==> config.mk <==
export PLATFORM = sky130hd
export DESIGN_NAME = psd_decoder
export DESIGN_NICKNAME = d
export VERILOG_FILES = /design/src/psd_pkg.sv /design/src/psd_decoder.sv
export SDC_FILE = /design/constraint.sdc
export NUM_CORES = 1
export LEC_CHECK = 0
export BUFFER_PORTS_ARGS = -buffer_cell sky130_fd_sc_hd__buf_2
export CAP_MARGIN = 0
export CORE_AREA = 4 4 180 182
export DETAILED_ROUTE_END_ITERATION = 6
export DIE_AREA = 0 0 184 186
export PLACE_DENSITY = 0.45
export SLEW_MARGIN = 0
export SYNTH_ARGS = -nofsm -noshare
export SYNTH_HDL_FRONTEND = slang
export SYNTH_SLANG_ARGS = --single-unit
==> constraint.sdc <==
create_clock -name core_clk -period 2.45 [get_ports core_clk]
set_input_delay 0.1225 -clock core_clk [delete_from_list [all_inputs] [get_ports core_clk]]
set_output_delay 0.1225 -clock core_clk [all_outputs]
set_load 0.05 [all_outputs]
==> src/psd_pkg.sv <==
// package for the paged register-space address decoder
package psd_pkg;

    localparam logic [7:0] PSD_SPACE_LO     = 8'h80;
    localparam logic [7:0] PSD_SPACE_HI     = 8'hFF;
    localparam logic [7:0] PSD_PAGE_SEL_ADR = 8'hA7;
    localparam logic [7:0] PSD_PAGE_SEL_RST = 8'h00;
    localparam logic [7:0] PSD_PAGE_DEFAULT = 8'h00;
    localparam logic [7:0] PSD_PAGE_SECOND  = 8'h0F;
    localparam logic [3:0] PSD_BIT_NIB_A    = 4'h0;
    localparam logic [3:0] PSD_BIT_NIB_B    = 4'h8;
    localparam int         PSD_NUM_SLOTS    = 128;

    // where an address lands after decoding
    typedef enum logic [1:0] {
        PSD_TGT_NONE,
        PSD_TGT_SELF,
        PSD_TGT_DEFAULT,
        PSD_TGT_SECOND
    } psd_tgt_t;

    // one access from the core
    typedef struct packed {
        logic       rd;
        logic       wr;
        logic       bit_mode;
        logic [7:0] addr;
        logic [7:0] wdata;
    } psd_req_t;

    // one routed access toward the peripherals
    typedef struct packed {
        logic       rd;
        logic       wr;
        logic [6:0] slot;
        logic [7:0] wdata;
    } psd_route_t;

endpackage

==> src/psd_decoder.sv <==
// paged register-space address decoder with page-select register
// How it works
// direct addresses 0x80..0xFF go to the register space, not data memory
// only addresses ending 0x0 or 0x8 take bit accesses; others byte only
// software must not touch unoccupied locations; their effect is undefined
// after reset all accesses target the default page 0x0
// 8-bit read/write page-select register, reset zero, steers every access except to itself and shared registers
// page-select sits at 0xA7 on every page, like other shared registers
// page-select value 0x0F exposes the secondary page register set
// secondary-only registers answer only on page 0xF, default-only ones only on page 0x0
// software saves and clears interrupt enable around secondary page work
// bit access hits byte at address with low three bits cleared
// empty or undefined-page locations read zero and ignore writes
module psd_decoder
    import psd_pkg::*;
(
    input  wire logic                     core_clk,
    input  wire logic                     nrst,
    input  wire psd_req_t                 req,
    input  wire logic [PSD_NUM_SLOTS-1:0] dflt_present,
    input  wire logic [PSD_NUM_SLOTS-1:0] second_present,
    input  wire logic [PSD_NUM_SLOTS-1:0] shared_present,
    input  wire logic [7:0]               dflt_rdata,
    input  wire logic [7:0]               second_rdata,
    output psd_route_t                    dflt_route,
    output psd_route_t                    second_route,
    output logic                          space_hit,
    output logic                          bit_refused,
    output logic [7:0]                    rdata,
    output logic [7:0]                    register_page_select
);

    // page register
    logic [7:0] page_ff;
    logic [7:0] nxt_page;
    logic       page_wr;

    // decoded address
    logic [7:0] byte_addr;
    logic [6:0] slot;
    logic [2:0] bit_pos;
    logic       in_space;
    logic       bit_ok;
    logic       access_ok;
    logic       self_hit;

    // page and target
    logic       page_is_dflt;
    logic       page_is_second;
    logic       dflt_here;
    logic       second_here;
    logic       shared_here;
    logic       on_dflt;
    logic       on_second;
    psd_tgt_t   tgt;
    logic       sel_self;
    logic       sel_dflt;
    logic       sel_second;
    logic [7:0] byte_rd;
    logic [7:0] byte_wr;
    logic [7:0] bit_rd;

    // address lies in the register space rather than data memory
    function automatic logic in_reg_space(input logic [7:0] a);
        return (a >= PSD_SPACE_LO) && (a <= PSD_SPACE_HI);
    endfunction

    // true when an address may be reached with a single-bit access
    function automatic logic bit_addressable(input logic [7:0] a);
        return (a[3:0] == PSD_BIT_NIB_A) || (a[3:0] == PSD_BIT_NIB_B);
    endfunction

    // byte register that holds a bit address
    function automatic logic [7:0] bit_home(input logic [7:0] a);
        return {a[7:3], 3'h0};
    endfunction

    // byte with one bit replaced
    function automatic logic [7:0] merge_bit(
        input logic [7:0] b,
        input logic [2:0] pos,
        input logic       val
    );
        logic [7:0] m;
        m      = b;
        m[pos] = val;
        return m;
    endfunction

    // one selected bit, presented in bit 0
    function automatic logic [7:0] pick_bit(
        input logic [7:0] b,
        input logic [2:0] pos
    );
        return {7'h00, b[pos]};
    endfunction

    // strobes toward one page, quiet unless that page was chosen
    function automatic psd_route_t make_route(
        input logic       sel,
        input psd_req_t   r,
        input logic [6:0] s,
        input logic [7:0] d
    );
        psd_route_t o;
        o.rd    = r.rd && sel;
        o.wr    = r.wr && sel;
        o.slot  = s;
        o.wdata = d;
        return o;
    endfunction

    // address decode
    assign byte_addr = req.bit_mode ? bit_home(req.addr) : req.addr;
    assign bit_pos   = req.addr[2:0];
    assign in_space  = in_reg_space(byte_addr);
    assign slot      = byte_addr[6:0];
    assign bit_ok    = !req.bit_mode || bit_addressable(byte_addr);
    assign access_ok = in_space && bit_ok;
    assign self_hit  = (byte_addr == PSD_PAGE_SEL_ADR);

    // page decode
    assign page_is_dflt   = (page_ff == PSD_PAGE_DEFAULT);
    assign page_is_second = (page_ff == PSD_PAGE_SECOND);
    assign dflt_here      = dflt_present[slot];
    assign second_here    = second_present[slot];
    assign shared_here    = shared_present[slot];
    assign on_dflt        = dflt_here && (page_is_dflt || shared_here);
    assign on_second      = second_here && page_is_second;

    // page select first, then secondary on page 0xF, then shared on any page and default on page 0x0 only
    always_comb
    begin
        tgt = PSD_TGT_NONE;
        if (!access_ok)
        begin
            tgt = PSD_TGT_NONE;
        end
        else if (self_hit)
        begin
            tgt = PSD_TGT_SELF;
        end
        else if (on_second)
        begin
            tgt = PSD_TGT_SECOND;
        end
        else if (on_dflt)
        begin
            tgt = PSD_TGT_DEFAULT;
        end
        else
        begin
            tgt = PSD_TGT_NONE;
        end
    end

    // one-hot selects of the chosen target
    assign sel_self   = (tgt == PSD_TGT_SELF);
    assign sel_dflt   = (tgt == PSD_TGT_DEFAULT);
    assign sel_second = (tgt == PSD_TGT_SECOND);

    // space and bit status toward the core
    assign space_hit   = in_space;
    assign bit_refused = in_space && !bit_ok;

    // read data of the chosen target, zero where nothing answers
    always_comb
    begin
        unique case (tgt)
            PSD_TGT_SELF:
            begin
                byte_rd = page_ff;
            end
            PSD_TGT_DEFAULT:
            begin
                byte_rd = dflt_rdata;
            end
            PSD_TGT_SECOND:
            begin
                byte_rd = second_rdata;
            end
            PSD_TGT_NONE:
            begin
                byte_rd = 8'h00;
            end
        endcase
    end

    // bit writes are read-modify-write of the addressed byte
    always_comb
    begin
        if (req.bit_mode)
        begin
            byte_wr = merge_bit(byte_rd, bit_pos, req.wdata[0]);
        end
        else
        begin
            byte_wr = req.wdata;
        end
    end

    // bit reads present the selected bit alone
    assign bit_rd = pick_bit(byte_rd, bit_pos);
    assign rdata  = req.bit_mode ? bit_rd : byte_rd;

    // routes toward the two peripheral pages
    assign dflt_route   = make_route(sel_dflt, req, slot, byte_wr);
    assign second_route = make_route(sel_second, req, slot, byte_wr);

    // page register, written through its own address on every page
    assign page_wr  = req.wr && sel_self;
    assign nxt_page = page_wr ? byte_wr : page_ff;

    always_ff @(posedge core_clk or negedge nrst)
    begin
        if (!nrst)
        begin
            page_ff <= PSD_PAGE_SEL_RST;
        end
        else
        begin
            page_ff <= nxt_page;
        end
    end

    assign register_page_select = page_ff;

endmodule

==> metrics.yaml, run 1 <==
outcome: "finished, violations left"
violations: "setup timing"
async_reset_ff_share_pct: 100.0
crit_type: "input pin to output pin"
fin_skew_ps: 1.960
ys.flop_type: "dfrtp_1"
synth_edf_count: 0
route.met3.wl_um: 3186
finalCritPeriodShare_pct: 133.0
nets: 1705
cts.root.buffer_cell: "clkbuf_16"
hold_ws_ps: 215.2
ir_worst_vdd_mv: 0.1530
tns_ps: -18510
grt_antenna_before_repair: 8
die_w_um: 184
maxCapViolations: 0
cts_tree: "yes"
critPathRequiredTime_ps: 2330
grt_max_degree: 32
start_util_pct: 17.23
synth_mux_area_share_pct: 27.61
setup_viol: 29
holdCritPathClass: "input pin to flip-flop"
coreArea_um2: 30590
synth_cells: 691
cts_sinks: 8
setup_ws_ps: -809.6
synth_area_um2: 5271
numPortBuffers: 471
avgSynthCellArea_um2: 7.629
cts.clk_slew.worst_paths_ps: 40
gr-total-overflow: 0
crit_fanout: 11
netlist-cell-type-count: 88
grt_usage_pct: 23.32
synth_seq_area_share_pct: 3.798
drtIter0Drc: 538
synth-simple-area-share_pct: 18.35
dr_total_vias: 8401
leakage_uw: 0.004911
layout_commonest_cell: "buf_2"
rsz0062_at_grt: "yes"
layout-drive-gt1-share_pct: 64.12
rows: 64
dp_hpwl_um: 36990
final_hold_viol_count: 0
via_per_inst: 4.995
synthTopCellsByArea: "mux2i_1, mux2_2, mux4_2"
layoutNonFillerInstCount: 1682
area_delta_synth_final_pct: 93.83
dieHeight_um: 186
fill_cells: 3350
largest_reg_flops: 8
grt_pass1_vias: 8903
final_util_pct: 33.40
grt_pass1_wl_um: 59390
final_cell_mix: "buf_2, buf_4, mux2i_1"
top_layer_used: "met5"
yosysWarnings: 0
io_pins: 473
synth_fp_nets: 1112
p_per_area_nw_per_um2: 234.6
first_pass_iters: 5
pre_cts_slack_ps: -1075
gp_congestion: 0.8751
tritoncts.num_buffers: 3
synth-seq-cells: 8
endpoint_kind: "output pin"
dp_cells: 1653
synth-compound-area-share_pct: 36.41
yosys.area.top_type: "mux2i_1"
dieArea_um2: 34220
wl_per_cell_um: 25.61
wl_met1_um: 18130
met2_length_um: 21160
clk_path_buf_depth: 2
ant_nets: 0
h-tree-depth: 1
drt-total-wl_um: 43070
start_kind: "input pin"
clk_latency_ps: 230
fmax_mhz: 306.8
synth_top_family_by_area: "compound AO/OA/AOI/OAI gates"
arrival_ps: 3140
synthAdderAreaFrac_pct: 0
slew_viol_final: 0
layout_min_cycle_time_ps: 3260
drc: 0
yosysTopAreaCellShare_pct: 14.43
synth-xor-area-share_pct: 0
==> synth_stat cells, types with 4 or more instances <==
| cell | instances |
|---|---|
| nor2b_1 | 6 |
| nand2_1 | 55 |
| and2_1 | 5 |
| mux4_2 | 14 |
| nor3_1 | 11 |
| a2bb2oi_1 | 4 |
| clkbuf_1 | 20 |
| a31oi_1 | 9 |
| nand3_1 | 6 |
| a221o_1 | 8 |
| nand4_1 | 9 |
| o22a_1 | 11 |
| buf_6 | 11 |
| buf_2 | 20 |
| mux2i_1 | 76 |
| nand2b_1 | 13 |
| nor4_1 | 5 |
| nor2_1 | 41 |
| o221ai_1 | 17 |
| o21ai_0 | 26 |
| or2_1 | 4 |
| a221oi_1 | 12 |
| dfrtp_1 | 8 |
| a22oi_1 | 16 |
| a21oi_1 | 42 |
| buf_4 | 36 |
| mux2_2 | 30 |
| o211ai_1 | 12 |
| o22ai_1 | 22 |
| a211oi_1 | 9 |
| inv_1 | 23 |
| o2111ai_1 | 13 |
| nand3b_1 | 5 |
==> kinds of logic (layout without fill, tap and decap cells) <==
group / after synthesis / after routing
compound gates: 253 / 254
buf+inv: 119 / 709
flops: 8 / 8
mux: 123 / 123
other cells: 1 / 5
simple gates: 187 / 187
==> worst max-delay path, stage by stage <==
cell	delay [ps]
clkbuf_16	160
buf_4	170
buf_4	160
mux2_4	310
a221oi_2	210
o21ai_0	110
nand3_1	110
nor4b_1	290
buf_4	190
a311oi_2	90
buf_4	190
o21ai_4	330
buf_6	150
o21ai_2	50
a22oi_1	220
o21ai_2	70
buf_4	190
==> per-layer routing <==
layer  vias to the layer above  global-route usage (%)
li1                       3893                       -
met1                      4048                   30.22
met2                       413                   41.78
met3                        41                   3.967
met4                         6                   2.899
met5                         -                       0
==> path summary, 6_finish.rpt <==
kind,depth (start not counted),end,start,slack (ps)
max,17,rdata[0],req[8],-810
min,3,register_page_select[3],req[3],220
max reg2reg,11,register_page_select[0],register_page_select[5],-550
min reg2reg,3,register_page_select[3],register_page_select[3],610
max in group asynchronous,2,register_page_select[4],nrst,1930
min in group asynchronous,2,register_page_select[0],nrst,290
==> cell type report <==
class | count | area, um^2 | area share (%)
diodes | 4 | 10.01 | 0.09797
clock buffers | 3 | 75.07 | 0.7348
inverters | 28 | 107.6 | 1.053
multi-input cells | 565 | 4856 | 47.53
flip-flops and latches | 8 | 207.7 | 2.033
well taps | 396 | 495.5 | 4.849
repair buffers | 678 | 4466 | 43.71
==> timing repair <==
item | CTS | global route
hold endpoints to repair | 8 | 0
pin swaps | 30 | 15
setup buffers | 16 | 5
setup endpoints to repair | 29 | 29
resized for setup | 112 | 20
gates cloned | 3 | 1
hold buffers | 1 | 0
==> power by group <==
| part | internal [uW] | total [uW] | switching [uW] |
|---|---|---|---|
| Combinational | 933 | 1980 | 1040 |
| Sequential | 135 | 137 | 1.36 |
| Clock | 211 | 282 | 70.5 |
| Total | 1280 | 2400 | 1120 |
==> stage by stage <==
step / power [uW] / instance area, um^2
2_1_floorplan: 1065 / 5502
5_1_grt: 2535 / 10210
3_3_place_gp: 1953 / 9361
6_report: 2396 / 10220
4_1_cts: 2383 / 10060
3_5_place_dp: 1955 / 9361
No activity file was read; power rests on OpenSTA's default activity.
==> run 2: changes to the inputs <==
Settings changed: ABC_AREA set to 1, CORE_AREA 4 4 180 182 to 4 4 182 184, DIE_AREA 0 0 184 186 to 0 0 186 188, PLACE_DENSITY 0.45 to 0.46.
==> metrics.yaml, run 2 <==
clk_path_buf_depth: 2  # unchanged
via_per_inst: 4.457  # -11%
synthTopCellsByArea: "nand2_1, nand3_1, nor2_1"
numPortBuffers: 471  # unchanged
maxCapViolations: 0  # unchanged
ir_worst_vdd_mv: 0.2046  # +34%
multi_input_area_um2: 4747  # -2.2%
largest_reg_flops: 8  # unchanged
synth_area_um2: 5682  # +7.8%
drc: 0  # unchanged
dp_hpwl_um: 30490  # -18%
async_reset_ff_share_pct: 100.0  # unchanged
fin_skew_ps: 3.450  # +1.490 ps
holdCritPathClass: "input pin to asynchronous set/reset pin"
leakage_uw: 0.006334  # +29%
ys.flop_type: "dfrtp_1"
avgSynthCellArea_um2: 4.589  # -40%
dieHeight_um: 188  # +1.1%
dp_cells: 2136  # +29%
gr-total-overflow: 0  # unchanged
yosys.area.top_type: "nand2_1"
grt_pass1_vias: 9863  # +11%
fill_cells: 3591  # +7.2%
slew_viol_final: 0  # unchanged
regArea_um2: 200.2  # -3.6%
coreArea_um2: 31390  # +2.6%
ant_nets: 0  # unchanged
drtIter0Drc: 454  # -16%
synth.top_cells.by_count: "nand2_1, nand3_1, nor2_1"
start_kind: "input pin"
setup_viol: 29  # unchanged
violations: "setup timing"
fmax_mhz: 372.7  # +21%
h-tree-depth: 1  # unchanged
critPathRequiredTime_ps: 2330  # about the same
cts.root.buffer_cell: "clkbuf_16"
io_pins: 473  # unchanged
grt_usage_pct: 20.54  # -2.8 points
rows: 65  # +1.6%
antenna_cells: 0  # -4
yosysWarnings: 0  # unchanged
cts_tree: "yes"
finalCritPeriodShare_pct: 109.5  # -24 points
start_util_pct: 18.10  # +0.87 points
grt_max_degree: 39  # +22%
crit_fanout: 6  # -5
tritoncts.num_buffers: 3  # unchanged
tightest_slew_ps: 858.4
final_cell_mix: "buf_2, nand2_1, nand3_1"
p_per_area_nw_per_um2: 222.3  # -5.2%
layoutNonFillerInstCount: 2176  # +29%
area_delta_synth_final_pct: 87.98
critPathSlowestCell: "buf_12"
synth-seq-cells: 8  # unchanged
final_hold_viol_count: 0  # unchanged
yosysTopAreaCellShare_pct: 28.67  # +14 points
synth_cells: 1238  # +79%
crit_buf_inv: 7  # unchanged
layout_commonest_cell: "buf_2"
synth_seq_area_share_pct: 3.523  # -0.27 points
grt_antenna_before_repair: 1  # -7
nets: 2197  # +29%
outcome: "finished, violations left"
grt_pass1_wl_um: 55990  # -5.7%
dieArea_um2: 34970  # +2.2%
crit-reg2reg-launch: "register_page_select[4]"
rsz0062_at_grt: "yes"
layout-drive-gt1-share_pct: 43.40  # -21 points
endpoint_kind: "output pin"
setup_ws_ps: -233.3  # +576.3 ps
first_pass_iters: 5  # unchanged
crit_path_start: "req[16]"
cts.clk_slew.worst_paths_ps: 40  # about the same
netlist-cell-type-count: 33  # -63%
cts_sinks: 8  # unchanged
synth_edf_count: 0  # unchanged
yosysMostFrequentCell: "nand2_1"
final_util_pct: 34.02  # +0.62 points
crit_family: "simple AND/OR/NAND/NOR gates"
clk_latency_ps: 230  # about the same
arrival_ps: 2560  # -580 ps
synth_fp_nets: 1659  # +49%
pre_cts_slack_ps: -531.8  # +543.2 ps
max_slew_margin_pct: 42.56
drt-total-wl_um: 38810  # -9.9%
crit_type: "input pin to output pin"
die_w_um: 186  # +1.1%
cpPeakStageDelay_ps: 150  # -180 ps
dr_total_vias: 9698  # +15%
wl_per_cell_um: 17.84  # -30%
gp_congestion: 0.8797  # +0.53%
layout_min_cycle_time_ps: 2683  # -576.3 ps
cp_common_cell: "buf_12"
[run 2: cell type report]
| class | count | area share (%) |
|---|---|---|
| timing repair buffer | 632 | 42.63 |
| clock buffer | 3 | 0.7029 |
| sequential | 8 | 1.874 |
| multi-input combinational | 976 | 44.45 |
| tap | 402 | 4.709 |
| inverter | 155 | 5.635 |
[run 2: worst reg2reg max path: stages, from the launching register on]
cell,delay (ps)
dfrtp_1,390
nor4_1,320
buf_4,190
inv_1,40
nor2_1,150
nand3_2,140
buf_6,160
nand4_1,100
nand3_2,110
buf_6,140
o21ai_2,140
nand2_2,120
buf_6,130
buf_4,120
nand2_2,50
nand2_1,60
[run 2: metrics by stage]
step	TNS [ps]	power [uW]	area, um^2	hold WS [ps]
after floorplan	-302.6	1027	5712	-173.1
after CTS	-4627	2331	10370	289.8
after global routing	-9955	2570	10680	320.7
after detailed placement	-15060	1797	9151	-17.50
final	-3836	2375	10680	282.2
after global placement	-15200	1802	9151	-15.11
[run 2: power by group]
group | switching [uW] | internal (uW)
Sequential | 0.986 | 134
Combinational | 1080 | 882
Clock | 65.1 | 210
Total | 1150 | 1230
[run 2: what timing repair did]
action                                  in CTS  in global routing
cloned                                      13                  2
endpoints found under the setup margin      35                 36
hold buffers                                 1                  0
endpoints found under the hold margin        8                  0
resized for setup                          177                 68
buffers inserted                            18                  4
pin swaps                                   31                 30
[run 2: path summary, 6_finish.rpt]
kind | endpoint | slack [ps] | depth (start not counted)
hold / removal | register_page_select[5] | 280 | 2
min in group core_clk | register_page_select[6] | 290 | 5
setup reg to reg | register_page_select[7] | -10 | 15
hold reg to reg | register_page_select[1] | 600 | 3
max in group asynchronous | register_page_select[0] | 1980 | 2
setup / recovery | rdata[0] | -230 | 26
[run 2: routing by layer]
layer  up-vias  GRT usage [%]  wire length [um]
li1       4935              -                 -
met1      4354          25.57             16150
met2       357          37.82             19570
met3        52          2.017              2166
met4         0          4.568               930
met5         -              0                 0
[run 2: cells by family after synthesis]
group | count (synthesis) | synth area share (%)
other | 1 | 0.06600
buffers and inverters | 257 | 22.70
AO/OA/AOI/OAI | 112 | 10.06
flip-flops | 8 | 3.523
AND/OR/NAND/NOR | 860 | 63.64
==> run 3: changes to the inputs <==
Settings changed: CORE_AREA 4 4 182 184 to 4 4 180 182, DIE_AREA 0 0 186 188 to 0 0 184 186, PLACE_DENSITY 0.46 to 0.47, SLEW_MARGIN 0 to unset.
==> metrics.yaml, run 3 (synthesis gave the netlist of run 2 again) <==
rsz0062_at_grt: "yes"
layout-drive-gt1-share_pct: 45.27  # +1.9 points
total_power_uw: 2363  # -0.49%
tightest_slew_ps: 998.1  # +139.6 ps
cts.root.buffer_cell: "clkbuf_16"
cts.clk_slew.worst_paths_ps: 40  # about the same
cts_sinks: 8  # unchanged
grt_max_degree: 31  # -21%
clk_latency_ps: 230  # about the same
violations: "setup timing"
start_kind: "input pin"
dieArea_um2: 34220  # -2.1%
die_w_um: 184  # -1.1%
grt_pass1_wl_um: 54590  # -2.5%
tns_ps: -3551  # +284.9 ps
critPathRequiredTime_ps: 2330  # about the same
dr_total_vias: 9838  # +1.4%
grt_pass1_vias: 9671  # -1.9%
maxCapViolations: 0  # unchanged
numPortBuffers: 471  # unchanged
top_layer_used: "met4"
regArea_um2: 200.2  # unchanged
area_delta_synth_final_pct: 86.06
finalCritPeriodShare_pct: 109.1  # -0.41 points
route.met3.wl_um: 2520  # +16%
tritoncts.num_buffers: 3  # unchanged
endpoint_kind: "output pin"
setup_viol: 25  # -14%
largest_reg_flops: 8  # unchanged
nets: 2190  # -0.32%
slew_viol_final: 0  # unchanged
rows: 64  # -1.5%
layout_commonest_cell: "buf_2"
fmax_mhz: 374.1  # +0.38%
outcome: "finished, violations left"
first_pass_iters: 5  # unchanged
final_hold_viol_count: 0  # unchanged
grt_usage_pct: 20.52  # -0.028 points
wl_met1_um: 15930  # -1.4%
met2_length_um: 19790  # +1.2%
arrival_ps: 2550  # about the same
fin_skew_ps: 1.145  # -2.305 ps
multi_input_area_um2: 4811  # +1.3%
leakage_uw: 0.006285  # -0.77%
drc: 0  # unchanged
start_util_pct: 18.57  # +0.48 points
setup_ws_ps: -223.3  # +10.05 ps
holdCritPathClass: "input pin to asynchronous set/reset pin"
via_per_inst: 4.548  # +2.1%
dieHeight_um: 186  # -1.1%
rrSetupSlack_ps: 150  # +160 ps
fill_cells: 3492  # -2.8%
crit_type: "input pin to output pin"
wl_per_cell_um: 18.05  # +1.2%
layout_min_cycle_time_ps: 2673  # -10.05 ps
grt_antenna_before_repair: 0  # -1
drtIter0Drc: 427  # -5.9%
drt-total-wl_um: 39040  # +0.58%
cts_tree: "yes"
clk_path_buf_depth: 2  # unchanged
gr-total-overflow: 0  # unchanged
coreArea_um2: 30590  # -2.6%
dp_hpwl_um: 30890  # +1.3%
crit_fanout: 8  # +2
antenna_cells: 0  # unchanged
ant_nets: 0  # unchanged
final_cell_mix: "buf_2, nand2_1, nand3_1"
ir_worst_vdd_mv: 0.1631  # -20%
max_slew_margin_pct: 33.22  # -9.3 points
io_pins: 473  # unchanged
p_per_area_nw_per_um2: 223.5  # +0.53%
h-tree-depth: 1  # unchanged
gp_congestion: 0.9507  # +8.1%
run 3: cell types whose count changed in the layout (fill, tap and decap cells not counted), moves of 4 or more:
cell / change
nand2_1: -31
nand2_2: +30
buf_6: +10
nand3_2: +7
buf_12: -5
buf_16: -5
nand3_1: -5
inv_2: +4
nor2_1: +4
o21ai_0: -4
o21ai_1: +4
run 3: worst max-delay path: stages:
cell and delay [ps]:
buf_12 110, buf_12 120, nor2_4 110, buf_12 140
buf_12 140, buf_12 130, nand2_2 50, nand3_2 50
nand2_2 60, nand2_2 80, nand2_2 60, nor2_4 130
nand2_1 70, nand3_2 70, nand2_2 60, nand3_4 150
nand2_4 80, nand4_1 90, nand3_2 120, nand2_1 80
nand2_1 60, nor2_1 100, nand2_1 60, nand2_1 70
nand2_2 60, buf_8 150
run 3: per-stage QoR:
step	cells	hold slack (ps)	utilization (%)	worst slack (ps)	area, um^2
after detailed placement	2124	-23.18	29.55	-687.5	9039
final	2163	274.6	34.56	-223.3	10570
after global routing	2163	309.4	34.56	-455.4	10570
after CTS	2153	282.1	32.69	-221.2	10000
after floorplan	1238	-173.1	-	-125.3	5712
after global placement	2124	-22.56	29.55	-612.1	9039
run 3: timing repair:
item                                   4_1_cts  5_1_grt
resized for setup                          139      149
cloned                                       9        1
endpoints found under the hold margin        8        0
pin swaps                                   49       66
setup endpoints to repair                   36       35
buffers inserted                            16       13
hold buffers                                 1        0
run 3: metal layers:
layer / track usage, % / up-vias
li1: - / 4914
met1: 25.74 / 4438
met2: 38.09 / 430
met3: 2.345 / 56
met4: 3.668 / 0
met5: 0 / -
run 3: cell type report:
class	instances	area share, %
sequential	8	1.894
clock buffer	3	0.7101
timing repair buffer	627	41.56
tap	396	4.687
multi-input combinational	974	45.51
inverter	155	5.646
run 3: worst paths after layout:
kind / start / endpoint / cells after the start
hold / removal: nrst / register_page_select[6] / 2
setup reg to reg: register_page_select[5] / register_page_select[1] / 15
setup / recovery: req[16] / rdata[0] / 26
hold reg to reg: register_page_select[5] / register_page_select[5] / 3
max in group asynchronous: nrst / register_page_select[0] / 2
min in group core_clk: req[6] / register_page_select[6] / 6
run 3: where the power goes:
group	leakage (uW)	switching (uW)	internal (uW)
Combinational	0.00614	1090	862
Sequential	0.000107	0.882	134
Clock	0.0000370	67.1	211
Total	0.00629	1160	1210
